## config.mk

```make
export PLATFORM = sky130hd
export DESIGN_NAME = tsr_timer_regs
export DESIGN_NICKNAME = d
export VERILOG_FILES = /design/src/pkg/tsr_pkg.sv /design/src/hdl/tsr_timer_regs.sv
export SDC_FILE = /design/constraint.sdc
export NUM_CORES = 1
export LEC_CHECK = 0
export BUFFER_PORTS_ARGS = -buffer_cell sky130_fd_sc_hd__buf_2
export CORE_ASPECT_RATIO = 0.9
export CORE_MARGIN = 1.5
export CORE_UTILIZATION = 50
export DETAILED_ROUTE_END_ITERATION = 8
export HOLD_SLACK_MARGIN = 0.15
export PLACE_DENSITY = 0.74
export REMOVE_ABC_BUFFERS = 1
export SETUP_SLACK_MARGIN = 0.2
export SLEW_MARGIN = 20
export SYNTH_ARGS = -nofsm -noshare
export SYNTH_HDL_FRONTEND = slang
export SYNTH_SLANG_ARGS = --single-unit
export TNS_END_PERCENT = 50
```

## constraint.sdc

```tcl
create_clock -name CLK_I -period 2.4 [get_ports CLK_I]
set_input_delay 0.24 -clock CLK_I [delete_from_list [all_inputs] [get_ports CLK_I]]
set_output_delay 0.24 -clock CLK_I [all_outputs]
set_load 0.005 [all_outputs]
```

## src/pkg/tsr_pkg.sv

```systemverilog
// Purpose: Constants and types for the timer interrupt, status, count and period registers.
// Assumes: One clock at 10 MHz; register bus byte address is four times the register index.
// Notes:   Every offset, field position and cycle count lives here, and every reset value but the control register's.
`default_nettype none
package tsr_pkg;

  localparam int unsigned TSR_DW = 32;
  localparam int unsigned TSR_AW = 8;

  // Register indices; the byte address is the index times four.
  localparam logic [TSR_AW-1:0] TSR_IDX_CTRL   = 8'h00;
  localparam logic [TSR_AW-1:0] TSR_IDX_ENCLR  = 8'h0c;
  localparam logic [TSR_AW-1:0] TSR_IDX_ENSET  = 8'h0d;
  localparam logic [TSR_AW-1:0] TSR_IDX_FLAGS  = 8'h0e;
  localparam logic [TSR_AW-1:0] TSR_IDX_STATUS = 8'h0f;
  localparam logic [TSR_AW-1:0] TSR_IDX_COUNT  = 8'h10;
  localparam logic [TSR_AW-1:0] TSR_IDX_PER    = 8'h14;
  localparam logic [TSR_AW-1:0] TSR_IDX_PERIOD_BUFFER = 8'h20;

  // Interrupt enable and flag bit positions.
  localparam int unsigned TSR_B_OVF  = 0;
  localparam int unsigned TSR_B_ERR  = 1;
  localparam int unsigned TSR_B_SYNC = 3;
  localparam int unsigned TSR_B_MC0  = 4;
  localparam int unsigned TSR_B_MC1  = 5;
  localparam logic [7:0]  TSR_IRQ_MASK = 8'h3b;

  // Status bit positions.
  localparam int unsigned TSR_B_STOP  = 3;
  localparam int unsigned TSR_B_SLAVE = 4;
  localparam int unsigned TSR_B_BUSY  = 7;

  // Control register fields.
  localparam int unsigned TSR_C_EN    = 0;
  localparam int unsigned TSR_C_MODE  = 1;
  localparam int unsigned TSR_C_ONE   = 3;
  localparam int unsigned TSR_C_STOP  = 4;
  localparam int unsigned TSR_C_START = 5;

  // Reset values.
  localparam logic [7:0]  TSR_RST_EN     = 8'h00;
  localparam logic [7:0]  TSR_RST_FLAGS  = 8'h00;
  localparam logic [7:0]  TSR_RST_STATUS = 8'h08;
  localparam logic [31:0] TSR_RST_COUNT  = 32'h0000_0000;
  localparam logic [7:0]  TSR_RST_PER    = 8'hff;

  // Cycles that a count write spends crossing into the counting logic.
  localparam logic [2:0]  TSR_SYNC_CYCLES = 3'h3;

  typedef enum logic [1:0] {
    TSR_MODE16 = 2'b00,
    TSR_MODE8  = 2'b01,
    TSR_MODE32 = 2'b10
  } tsr_mode_e;

  typedef enum logic {
    TSR_SYNC_IDLE = 1'b0,
    TSR_SYNC_BUSY = 1'b1
  } tsr_sync_e;

endpackage : tsr_pkg
`default_nettype wire

```

## src/hdl/tsr_timer_regs.sv

```systemverilog
// Purpose: Interrupt enables, flags, status, counter value and period of a timer/counter.
// Assumes: Match, capture and compare-read events come from logic on the same clock.
// Notes:   Count writes take a fixed number of cycles to land, shown by the busy bit.
//
// Local design decision: the address-and-strobe port.
`default_nettype none

// Overview of operation
// - enable-set one sets channel match enable
// - enable-set sync bit one clears sync enable
// - enable-set one enables error interrupt
// - enable-set one enables overflow interrupt
// - match or capture sets channel flag
// - channel flag requests only when enabled
// - writing one clears channel flag
// - compare register read clears flag in capture
// - capture onto set flag sets error
// - writing one clears error flag
// - overflow sets flag, requests when enabled
// - writing one clears overflow flag
// - busy set during count synchronisation
// - slave bit while master in 32-bit
// - stopped bit when disabled, stopped, single-run
// - counter readable, writable, width per mode
// - count writes synchronised and write-protected
// - period resets ones, loads buffer on update
// - enable-clear clears, both read same
module tsr_timer_regs (
  input  wire logic        CLK_I,        // Clock, 10 MHz.
  input  wire logic        RSTN_I,       // Synchronous reset, active low.
  input  wire logic [7:0]  ADDR_I,       // Byte address.
  input  wire logic [31:0] WDATA_I,      // Write data.
  input  wire logic        WR_I,         // Write strobe.
  input  wire logic        RD_I,         // Read strobe.
  output logic      [31:0] RDATA_O,      // Read data, cycle after the strobe.
  input  wire logic        WPROT_I,      // Peripheral write guard active.
  input  wire logic        CNT_TICK_I,   // Counting tick from the prescaler.
  input  wire logic [1:0]  MATCH_I,      // Compare match per channel.
  input  wire logic [1:0]  CAPTURE_I,    // New capture per channel.
  input  wire logic [1:0]  CAPT_EN_I,    // Channel is in capture operation.
  input  wire logic [1:0]  CC_READ_I,    // Compare/capture value read per channel.
  input  wire logic        SLAVE_UNIT_I, // This timer is the slave of a pair.
  input  wire logic        MASTER32_I,   // Paired master runs in 32-bit mode.
  output logic [1:0]       MC_IRQ_O,     // Channel interrupt requests.
  output logic             ERR_IRQ_O,    // Error interrupt request.
  output logic             OVF_IRQ_O,    // Overflow interrupt request.
  output logic             SYNC_IRQ_O    // Sync ready interrupt request.
);

  logic [7:0]  int_en_q;
  logic [7:0]  flags_q;
  logic [7:0]  flags_d;
  logic [3:0]  ctrl_q;
  logic        stop_latch_q;
  logic [31:0] count_q;
  logic [31:0] count_pend_q;
  logic [7:0]  per_q;
  logic [7:0]  period_buffer_q;
  logic [2:0]  sync_cnt_q;
  logic [31:0] rdata_q;
  tsr_pkg::tsr_sync_e sync_q;

  logic        wr_ctrl, wr_enclr, wr_enset, wr_flags, wr_count, wr_per, wr_period_buffer;
  logic        sync_done, running, at_top, ovf_evt, start_cmd, stop_cmd;
  logic [1:0]  mc_set, err_hit;
  logic [31:0] count_mask, count_top;
  logic [7:0]  status;
  logic [31:0] rd_mux;
  tsr_pkg::tsr_mode_e mode;

  assign wr_ctrl   = WR_I && (ADDR_I == (tsr_pkg::TSR_IDX_CTRL << 2));
  assign wr_enclr  = WR_I && (ADDR_I == (tsr_pkg::TSR_IDX_ENCLR << 2)) && !WPROT_I;
  assign wr_enset  = WR_I && (ADDR_I == (tsr_pkg::TSR_IDX_ENSET << 2)) && !WPROT_I;
  assign wr_flags  = WR_I && (ADDR_I == (tsr_pkg::TSR_IDX_FLAGS << 2));
  assign wr_count  = WR_I && (ADDR_I == (tsr_pkg::TSR_IDX_COUNT << 2)) && !WPROT_I;
  assign wr_per    = WR_I && (ADDR_I == (tsr_pkg::TSR_IDX_PER << 2));
  assign wr_period_buffer = WR_I && (ADDR_I == (tsr_pkg::TSR_IDX_PERIOD_BUFFER << 2));

  assign mode = tsr_pkg::tsr_mode_e'(ctrl_q[tsr_pkg::TSR_C_MODE +: 2]);
  assign start_cmd = wr_ctrl && WDATA_I[tsr_pkg::TSR_C_START];
  assign stop_cmd  = wr_ctrl && WDATA_I[tsr_pkg::TSR_C_STOP];

  // Control: enable, mode and single-run are stored; start and stop are pulses.
  always_ff @(posedge CLK_I) begin
    if (!RSTN_I) begin
      ctrl_q <= 4'h0;
    end else if (wr_ctrl) begin
      ctrl_q <= WDATA_I[3:0];
    end
  end

  // The stop latch also catches the single-run overflow.
  always_ff @(posedge CLK_I) begin
    if (!RSTN_I) begin
      stop_latch_q <= 1'b0;
    end else if (stop_cmd || (ovf_evt && ctrl_q[tsr_pkg::TSR_C_ONE])) begin
      stop_latch_q <= 1'b1;
    end else if (start_cmd) begin
      stop_latch_q <= 1'b0;
    end
  end

  assign running = ctrl_q[tsr_pkg::TSR_C_EN] && !stop_latch_q;

  // Interrupt enables: one register seen through the set and clear addresses.
  // Both addresses clear the sync-ready enable, so it can never be raised and its
  // request output stays low; this is deliberate, not an omission.
  always_ff @(posedge CLK_I) begin
    if (!RSTN_I) begin
      int_en_q <= tsr_pkg::TSR_RST_EN;
    end else if (wr_enset) begin
      int_en_q[tsr_pkg::TSR_B_MC1:tsr_pkg::TSR_B_MC0] <= int_en_q[5:4] | WDATA_I[5:4];
      int_en_q[tsr_pkg::TSR_B_SYNC] <= int_en_q[3] & ~WDATA_I[3];
      int_en_q[tsr_pkg::TSR_B_ERR] <= int_en_q[1] | WDATA_I[1];
      int_en_q[tsr_pkg::TSR_B_OVF] <= int_en_q[0] | WDATA_I[0];
    end else if (wr_enclr) begin
      int_en_q <= int_en_q & ~(WDATA_I[7:0] & tsr_pkg::TSR_IRQ_MASK);
    end
  end

  // Flag events. A capture onto a still-set channel flag has nowhere to go.
  assign mc_set  = MATCH_I | CAPTURE_I;
  assign err_hit = CAPTURE_I & flags_q[5:4];

  always_comb begin
    flags_d = flags_q;
    if (wr_flags) begin
      flags_d = flags_d & ~(WDATA_I[7:0] & tsr_pkg::TSR_IRQ_MASK);
    end
    flags_d[5:4] = flags_d[5:4] & ~(CC_READ_I & CAPT_EN_I);
    // Set events are applied last so that they win over any clear.
    flags_d[5:4] = flags_d[5:4] | mc_set;
    flags_d[tsr_pkg::TSR_B_ERR]  = flags_d[1] | (|err_hit);
    flags_d[tsr_pkg::TSR_B_OVF]  = flags_d[0] | ovf_evt;
    flags_d[tsr_pkg::TSR_B_SYNC] = flags_d[3] | sync_done;
  end

  always_ff @(posedge CLK_I) begin
    if (!RSTN_I) begin
      flags_q <= tsr_pkg::TSR_RST_FLAGS;
    end else begin
      flags_q <= flags_d;
    end
  end

  assign MC_IRQ_O   = flags_q[5:4] & int_en_q[5:4];
  assign ERR_IRQ_O  = flags_q[1] & int_en_q[1];
  assign OVF_IRQ_O  = flags_q[0] & int_en_q[0];
  assign SYNC_IRQ_O = flags_q[3] & int_en_q[3];

  // Count write synchronisation; a second write during busy restarts it.
  always_ff @(posedge CLK_I) begin
    if (!RSTN_I) begin
      sync_q       <= tsr_pkg::TSR_SYNC_IDLE;
      sync_cnt_q   <= 3'h0;
      count_pend_q <= tsr_pkg::TSR_RST_COUNT;
    end else if (wr_count) begin
      sync_q       <= tsr_pkg::TSR_SYNC_BUSY;
      sync_cnt_q   <= tsr_pkg::TSR_SYNC_CYCLES - 3'h1;
      count_pend_q <= WDATA_I;
    end else begin
      case (sync_q)
        tsr_pkg::TSR_SYNC_BUSY: begin
          if (sync_cnt_q == 3'h0) begin
            sync_q <= tsr_pkg::TSR_SYNC_IDLE;
          end else begin
            sync_cnt_q <= sync_cnt_q - 3'h1;
          end
        end
        default: sync_q <= tsr_pkg::TSR_SYNC_IDLE;
      endcase
    end
  end

  assign sync_done = (sync_q == tsr_pkg::TSR_SYNC_BUSY) && (sync_cnt_q == 3'h0) && !wr_count;

  // Counter width and top value follow the mode.
  always_comb begin
    case (mode)
      tsr_pkg::TSR_MODE8: begin
        count_mask = 32'h0000_00ff;
        count_top  = {24'h00_0000, per_q};
      end
      tsr_pkg::TSR_MODE32: begin
        count_mask = 32'hffff_ffff;
        count_top  = 32'hffff_ffff;
      end
      default: begin
        count_mask = 32'h0000_ffff;
        count_top  = 32'h0000_ffff;
      end
    endcase
  end

  assign at_top  = (count_q & count_mask) == count_top;
  assign ovf_evt = running && CNT_TICK_I && at_top && !sync_done;

  always_ff @(posedge CLK_I) begin
    if (!RSTN_I) begin
      count_q <= tsr_pkg::TSR_RST_COUNT;
    end else if (sync_done) begin
      count_q <= count_pend_q & count_mask;
    end else if (running && CNT_TICK_I) begin
      count_q <= at_top ? 32'h0000_0000 : ((count_q + 32'h1) & count_mask);
    end
  end

  // Period and its buffer; an overflow is the update condition.
  always_ff @(posedge CLK_I) begin
    if (!RSTN_I) begin
      per_q    <= tsr_pkg::TSR_RST_PER;
      period_buffer_q <= tsr_pkg::TSR_RST_PER;
    end else begin
      if (wr_period_buffer) begin
        period_buffer_q <= WDATA_I[7:0];
      end
      if (ovf_evt) begin
        per_q <= period_buffer_q;
      end else if (wr_per) begin
        per_q <= WDATA_I[7:0];
      end
    end
  end

  always_comb begin
    status = 8'h00;
    status[tsr_pkg::TSR_B_BUSY]  = (sync_q == tsr_pkg::TSR_SYNC_BUSY);
    status[tsr_pkg::TSR_B_SLAVE] = SLAVE_UNIT_I && MASTER32_I;
    status[tsr_pkg::TSR_B_STOP]  = !running;
  end

  // Count reads return the live value; only writes go through the crossing.
  always_comb begin
    case (ADDR_I)
      tsr_pkg::TSR_IDX_CTRL << 2:   rd_mux = {26'h0, 2'b00, ctrl_q[3:0]};
      tsr_pkg::TSR_IDX_ENCLR << 2:  rd_mux = {24'h0, int_en_q};
      tsr_pkg::TSR_IDX_ENSET << 2:  rd_mux = {24'h0, int_en_q};
      tsr_pkg::TSR_IDX_FLAGS << 2:  rd_mux = {24'h0, flags_q};
      tsr_pkg::TSR_IDX_STATUS << 2: rd_mux = {24'h0, status};
      tsr_pkg::TSR_IDX_COUNT << 2:  rd_mux = count_q & count_mask;
      tsr_pkg::TSR_IDX_PER << 2:    rd_mux = {24'h0, per_q};
      tsr_pkg::TSR_IDX_PERIOD_BUFFER << 2: rd_mux = {24'h0, period_buffer_q};
      default:                      rd_mux = 32'h0000_0000;
    endcase
  end

  // Read data stands for one cycle only, zero otherwise.
  always_ff @(posedge CLK_I) begin
    if (!RSTN_I) begin
      rdata_q <= 32'h0000_0000;
    end else begin
      rdata_q <= RD_I ? rd_mux : 32'h0000_0000;
    end
  end

  assign RDATA_O = rdata_q;
endmodule : tsr_timer_regs
`default_nettype wire

```

* After elaboration in Yosys (flattened, before gate mapping)
Cells that the tools add are included.
** Storage, ports and cells
- Bits in registers :: 137
- Output and inout bits :: 37
- Word-level logic and storage cells :: 114
** Cells by class
- $add $sub $neg :: 2
- Eq/ne operators :: 11
- Mux-type cells :: 20
- Bitwise gates (word level) :: 27
- Reductions and logical operators :: 40
** Operator list (count)
- $pmux W32 S7 :: 1
- $pmux W32 S2 :: 2
- $and A32 B32 Y32 :: 3
- $mux W32 :: 3
- $add A32 B1 Y32 const B :: 1
- $eq A32 B32 Y1 :: 1
- $eq A8 B6 Y1 const B :: 4
- $logic_and A1 B1 Y1 :: 20
- $and A8 B8 Y8 :: 2
- $eq A8 B7 Y1 const B :: 2
- $mux W8 :: 2
- $mux W6 :: 2
- $reduce_bool A2 Y1 :: 5
- $and A2 B2 Y2 :: 4
- $eq A8 B8 Y1 const B :: 1
- $logic_not A8 Y1 :: 1
- $mux W2 :: 4
- $not A6 Y8 :: 1
- $reduce_and A2 Y1 :: 4
- $or A2 B2 Y2 :: 3
- $reduce_or A2 Y1 :: 3
- $logic_not A1 Y1 :: 5
- $mux W1 :: 5
- $or A1 B1 Y1 :: 5
- other kinds (10) :: 16

* Logic depth before layout (Yosys ltp)
- Depth in word-level cells :: 10
- Mapped depth :: 12
- Gate-level depth less buffers :: 9

* Worst setup path before layout
Ideal clock, no wire load.
- Kind :: flip-flop to flip-flop
- Start :: register ctrl_q[1]
- End :: register count_q[13]
- Library setup time :: 91 ps
- Arrival time :: 2498 ps
- Setup slack :: -189 ps
- Stages on the path, launching flop included :: 12
- Buffers on the path :: 2
- Period minus slack after synthesis :: 2589 ps
- Cells stage by stage :: dfxtp_1 -> inv_1 -> ha_1 -> or2_2 -> clkbuf_1 -> o2bb2ai_1 -> o21ai_0 -> o31ai_1 -> and3_1 -> clkbuf_1 -> or4_1 -> a311oi_1
** On the way
- Word-level cells in the longest chain between the ends :: 7
- Elaborated cells on any way between the ends :: 11
- Those cells by class :: 3 x eq/ne; 5 x mux; 3 x bitwise
** Ends and longest elaborated chain
- start, declared :: line tsr_timer_regs.sv:53 : logic [3:0] ctrl_q;
- start signal, assigned :: line tsr_timer_regs.sv:88 : ctrl_q <= WDATA_I[3:0];
- $eq A2 B2 Y1 / $eq A2 B1 Y1 (equally long branches) :: line tsr_timer_regs.sv:179 : case (mode)
- $pmux W32 S2 :: line tsr_timer_regs.sv:179
- $and A32 B32 Y32 :: line tsr_timer_regs.sv:195 : assign at_top = (count_q & count_mask) == count_top;
- $eq A32 B32 Y1 :: line tsr_timer_regs.sv:195
- $mux W32 :: line tsr_timer_regs.sv:204 : count_q <= at_top ? 32'h0000_0000 : ((count_q + 32'h1) & count_mask);
- $mux W32 :: line tsr_timer_regs.sv:203 : end else if (running && CNT_TICK_I) begin
- $mux W32 (*) :: line tsr_timer_regs.sv:201 : end else if (sync_done) begin
- end signal, assigned :: line tsr_timer_regs.sv:200 : count_q <= tsr_pkg::TSR_RST_COUNT;
- end signal, assigned :: line tsr_timer_regs.sv:202 : count_q <= count_pend_q & count_mask;
- end signal, assigned :: line tsr_timer_regs.sv:204
- end, declared :: line tsr_timer_regs.sv:55 : logic [31:0] count_q;
Every way passes the cells marked *; elsewhere a longest branch is shown, timed or not. The select of a mux whose other input is x is not followed.
A chain may end at the register's enable or synchronous reset.

* Worst setup path in the final report
- Start :: register ctrl_q[2]
- End :: register count_q[28]
The elaborated chain is that of the path after synthesis.

==> results.md <==
* Status: finished, final reports clean
* Post-detailed-route count of antenna-violating nets at 0
* Final setup margin at between 70 and 80 ps
* Top delay family on crit path: compound AO/OA/AOI/OAI gates
* Fmax at around 430 MHz
* Max Transition Viols Final at 0
* CTS tree: yes
* Worst-path fanout max at 8
* Least-Margin Pin Slew at 521 ps
* Min Hold Slack at ~250 ps
* Via/cell ratio at slightly below 6
* Final setup violation count at 0
* Leak at ~3.5 nW
* Core area at between 0.01 and 0.015 mm²
* Root Driver: clkbuf_16
* DP HPWL at between 10000 and 15000 µm
* Gpl congestion at around 0.92
* Synth unique cells at 60
* Buffers plus inverters on the worst setup path at 4
* Clock Skew at roughly 11 ps
* Crit path max-delay cell type: dfxtp_4
* Asr flop ratio synth at 0%
* Maximum VDD drop at roughly 0.53 mV
* Power share of the combinational group at around 5.3%
* Die area at 0.0133 mm²
* Vias in the first global route at between 6000 and 7000
* Setup WS pre-CTS at -356 ps
* Later-pin clock latency in the skew report at roughly 430 ps
* Mapped Area at 0.00630 mm²
* Crit-path max cell delay at ~360 ps
* Overall Global Routing Usage at a little under a third
* Post-synth EDFFs at 0
* Routed vias at around 6900
* N_diodes at 0
* # port buffers at roughly 90
* Layout fillers at about 900
* Worst setup SP type: register
* Clk pwr share at about half
* Share of layout cells above drive strength 1 at ~30%
* Synth Instances at roughly 800
* Min-delay worst type: input port to register
* Power Density at between 500 and 600 mW/mm²
* Switching part of the total at between 20 and 25%
* Worst Path Required at around 2700 ps
* Cells along the critical path: buf_6 -> inv_2 -> ha_4 -> buf_4 -> nand3_1 -> a21oi_2 -> o21ai_2 -> a22oi_2 -> and3_4 -> buf_6 -> nor3_1 -> o21a_1
* Top Ports at between 90 and 100
* Synth Register Bits at 131
* Total of max-cap violations at 0
* Most used cell, CP: buf_6
* # nets final at 1061
* Sequential area share after synthesis at 41.6%
* Clk sink count at 131
* GR Overflow Total at 0
* Die Y at roughly 110 µm
* Max_slew headroom at roughly two thirds
* Area delta synth->final at 41.7%
* Switch Pwr at 1.13 mW
* Wirelength per Cell at roughly 17 µm
* Crit. End Element: register
* Drt pass-1 iters at 5
* H-tree Lvls at 4
* Final wirelength at ~20000 µm
* Initial antenna violation count at 2
* RSZ-0062 raised after global routing: yes
* Primary FF master, synth: dfxtp_1
* Fin Setup TNS at 0 ps
* Worst Path Arrival at between 2000 and 3000 ps
* Critical Setup Path Class: register to register
* Post-route minimum period at between 2000 and 2500 ps
* Clock buffer depth at 2
* Largest net degree at the start of global routing at 37
* Die extent in x at ~120 µm
* Cts bufs inserted at 17
* # DRC at 0
* Tcrit/Tclk final at a little over nine tenths
* Std cell rows at 38
* Initial Utilization at 51.8%
* Avg Cell Area, Syn at 7.85 µm²
* Internal power at slightly below 4 mW
* Initial DRC Count at between 600 and 700
* Final Total Pwr at between 5 and 6 mW
* Synthesis warning total at 0
* Final hold violation count at 0
* Sequential cell fraction of total power at 43.1%
* First-pass GRT wire length at between 30000 and 40000 µm
* Worst-path clk slew at roughly 60 ps
## cell families after synthesis
family | count (synthesis) | share of synthesized area, %
compound gates | 209 | 20.8
xor+xnor | 1 | 0.139
fa+ha+maj | 6 | 1.19
buf+inv | 65 | 4.15
flops | 131 | 41.6
mux | 27 | 4.33
simple gates | 364 | 27.8
## cell usage after synthesis (all sizes together), types with 13 or more instances
cell type    n  share of area, %
nor4        13               1.5
mux2i       25               4.0
nor3        28               2.2
nand3       29               2.3
a221oi      14               1.9
nor2b       15               1.5
o21ai       50               4.0
dfxtp      131                42
clkbuf      45               2.7
nor2        51               3.2
a21oi       81               6.4
and2        34               3.4
nand2      152               9.0
## cell usage in the layout (no fill, tap or decap), types with 5 or more instances in the layout
master,instances
nor2b_1,15
and2_1,33
inv_1,7
nand3_1,27
and3_1,5
dlygate4sd3_1,37
nor3_1,16
nor3_2,8
clkbuf_16,17
a21oi_1,77
a32oi_1,5
nand2_1,149
buf_6,5
o21ai_1,14
or4_1,5
nor4_1,9
o21ai_0,32
nand4_1,8
a221oi_1,5
a31oi_1,5
mux2i_1,25
dfxtp_1,126
or3_1,6
a22oi_1,6
o22ai_1,6
nor2_1,48
buf_4,92
a221oi_2,9
buf_2,92
## worst register-to-register path: cells and delay by family, from the launching register on
family | cells | cell delay (ps)
AO/OA/AOI/OAI | 4 | 710
AND/OR/NAND/NOR | 3 | 520
buffers and inverters | 4 | 470
flip-flops | 1 | 360
adder cells (fa/ha/maj) | 1 | 170
## stage by stage
step | utilization (%) | cell area, µm² | std cells
global placement | 61.2 | 7450 | 1090
CTS | 71.1 | 8660 | 1167
floorplan | - | 6080 | 747
detailed placement | 61.2 | 7450 | 1090
finish | 73.4 | 8930 | 1172
global route | 73.4 | 8930 | 1172
## state kept, by name, summed over array words and instances, names as in the netlist, named ones only
| signal | cells |
|---|---|
| RDATA_O | 32 |
| count_pend_q | 32 |
| count_q | 32 |
| ctrl_q | 4 |
| flags_q | 5 |
| int_en_q | 1 |
| per_q | 8 |
| period_buffer_q | 8 |
| stop_latch_q | 1 |
| sync_cnt_q | 3 |
| sync_q | 1 |
## metal layers
metal	global-route usage (%)	share of wire, %	up-vias
li1	-	-	3274
met1	41.1	44	3242
met2	47.3	46	351
met5	0	0	-
met4	9.66	2.0	0
met3	6.90	8.7	39
## power groups by stage
stage	combinational (mW)	clock [mW]	sequential, mW
final	0.269	2.64	2.20
after global routing	0.287	2.76	2.20
after CTS	0.253	2.65	2.20
after detailed placement	0.206	0	2.25
after global placement	0.206	0	2.25
after floorplan	0.0684	0	2.25
## layout make-up
cell class | instances | area [µm²] | share of cell area (%)
Clock buffer | 19 | 443 | 4.96
Clock inverter | 13 | 160 | 1.79
Inverter | 9 | 33.8 | 0.378
Multi-Input combinational cell | 608 | 3770 | 42.2
Sequential cell | 131 | 2630 | 29.4
Tap cell | 160 | 200 | 2.24
Timing Repair Buffer | 232 | 1700 | 19.0
## what timing repair did
item | CTS | global route
setup endpoints to repair | 42 | 42
buffers inserted | 5 | 5
pin swaps | 20 | 29
resized for setup | 48 | 55
hold endpoints to repair | 46 | 0
gates cloned | 3 | 0
hold buffers | 37 | 0
## final timing paths
path / from / endpoint / slack [ps] / cells past startpoint
worst max-delay path: ctrl_q[2]$_SDFFE_PN0P_ / count_q[28]$_SDFFE_PN0P_ / 70 / 12
worst min-delay path: RSTN_I / per_q[5]$_SDFFE_PN1P_ / 250 / 2
worst max register to register: ctrl_q[2]$_SDFFE_PN0P_ / count_q[28]$_SDFFE_PN0P_ / 70 / 12
worst min register to register: count_pend_q[1]$_SDFFE_PN0P_ / count_pend_q[1]$_SDFFE_PN0P_ / 450 / 2
Power figures use the tool's default switching activity.
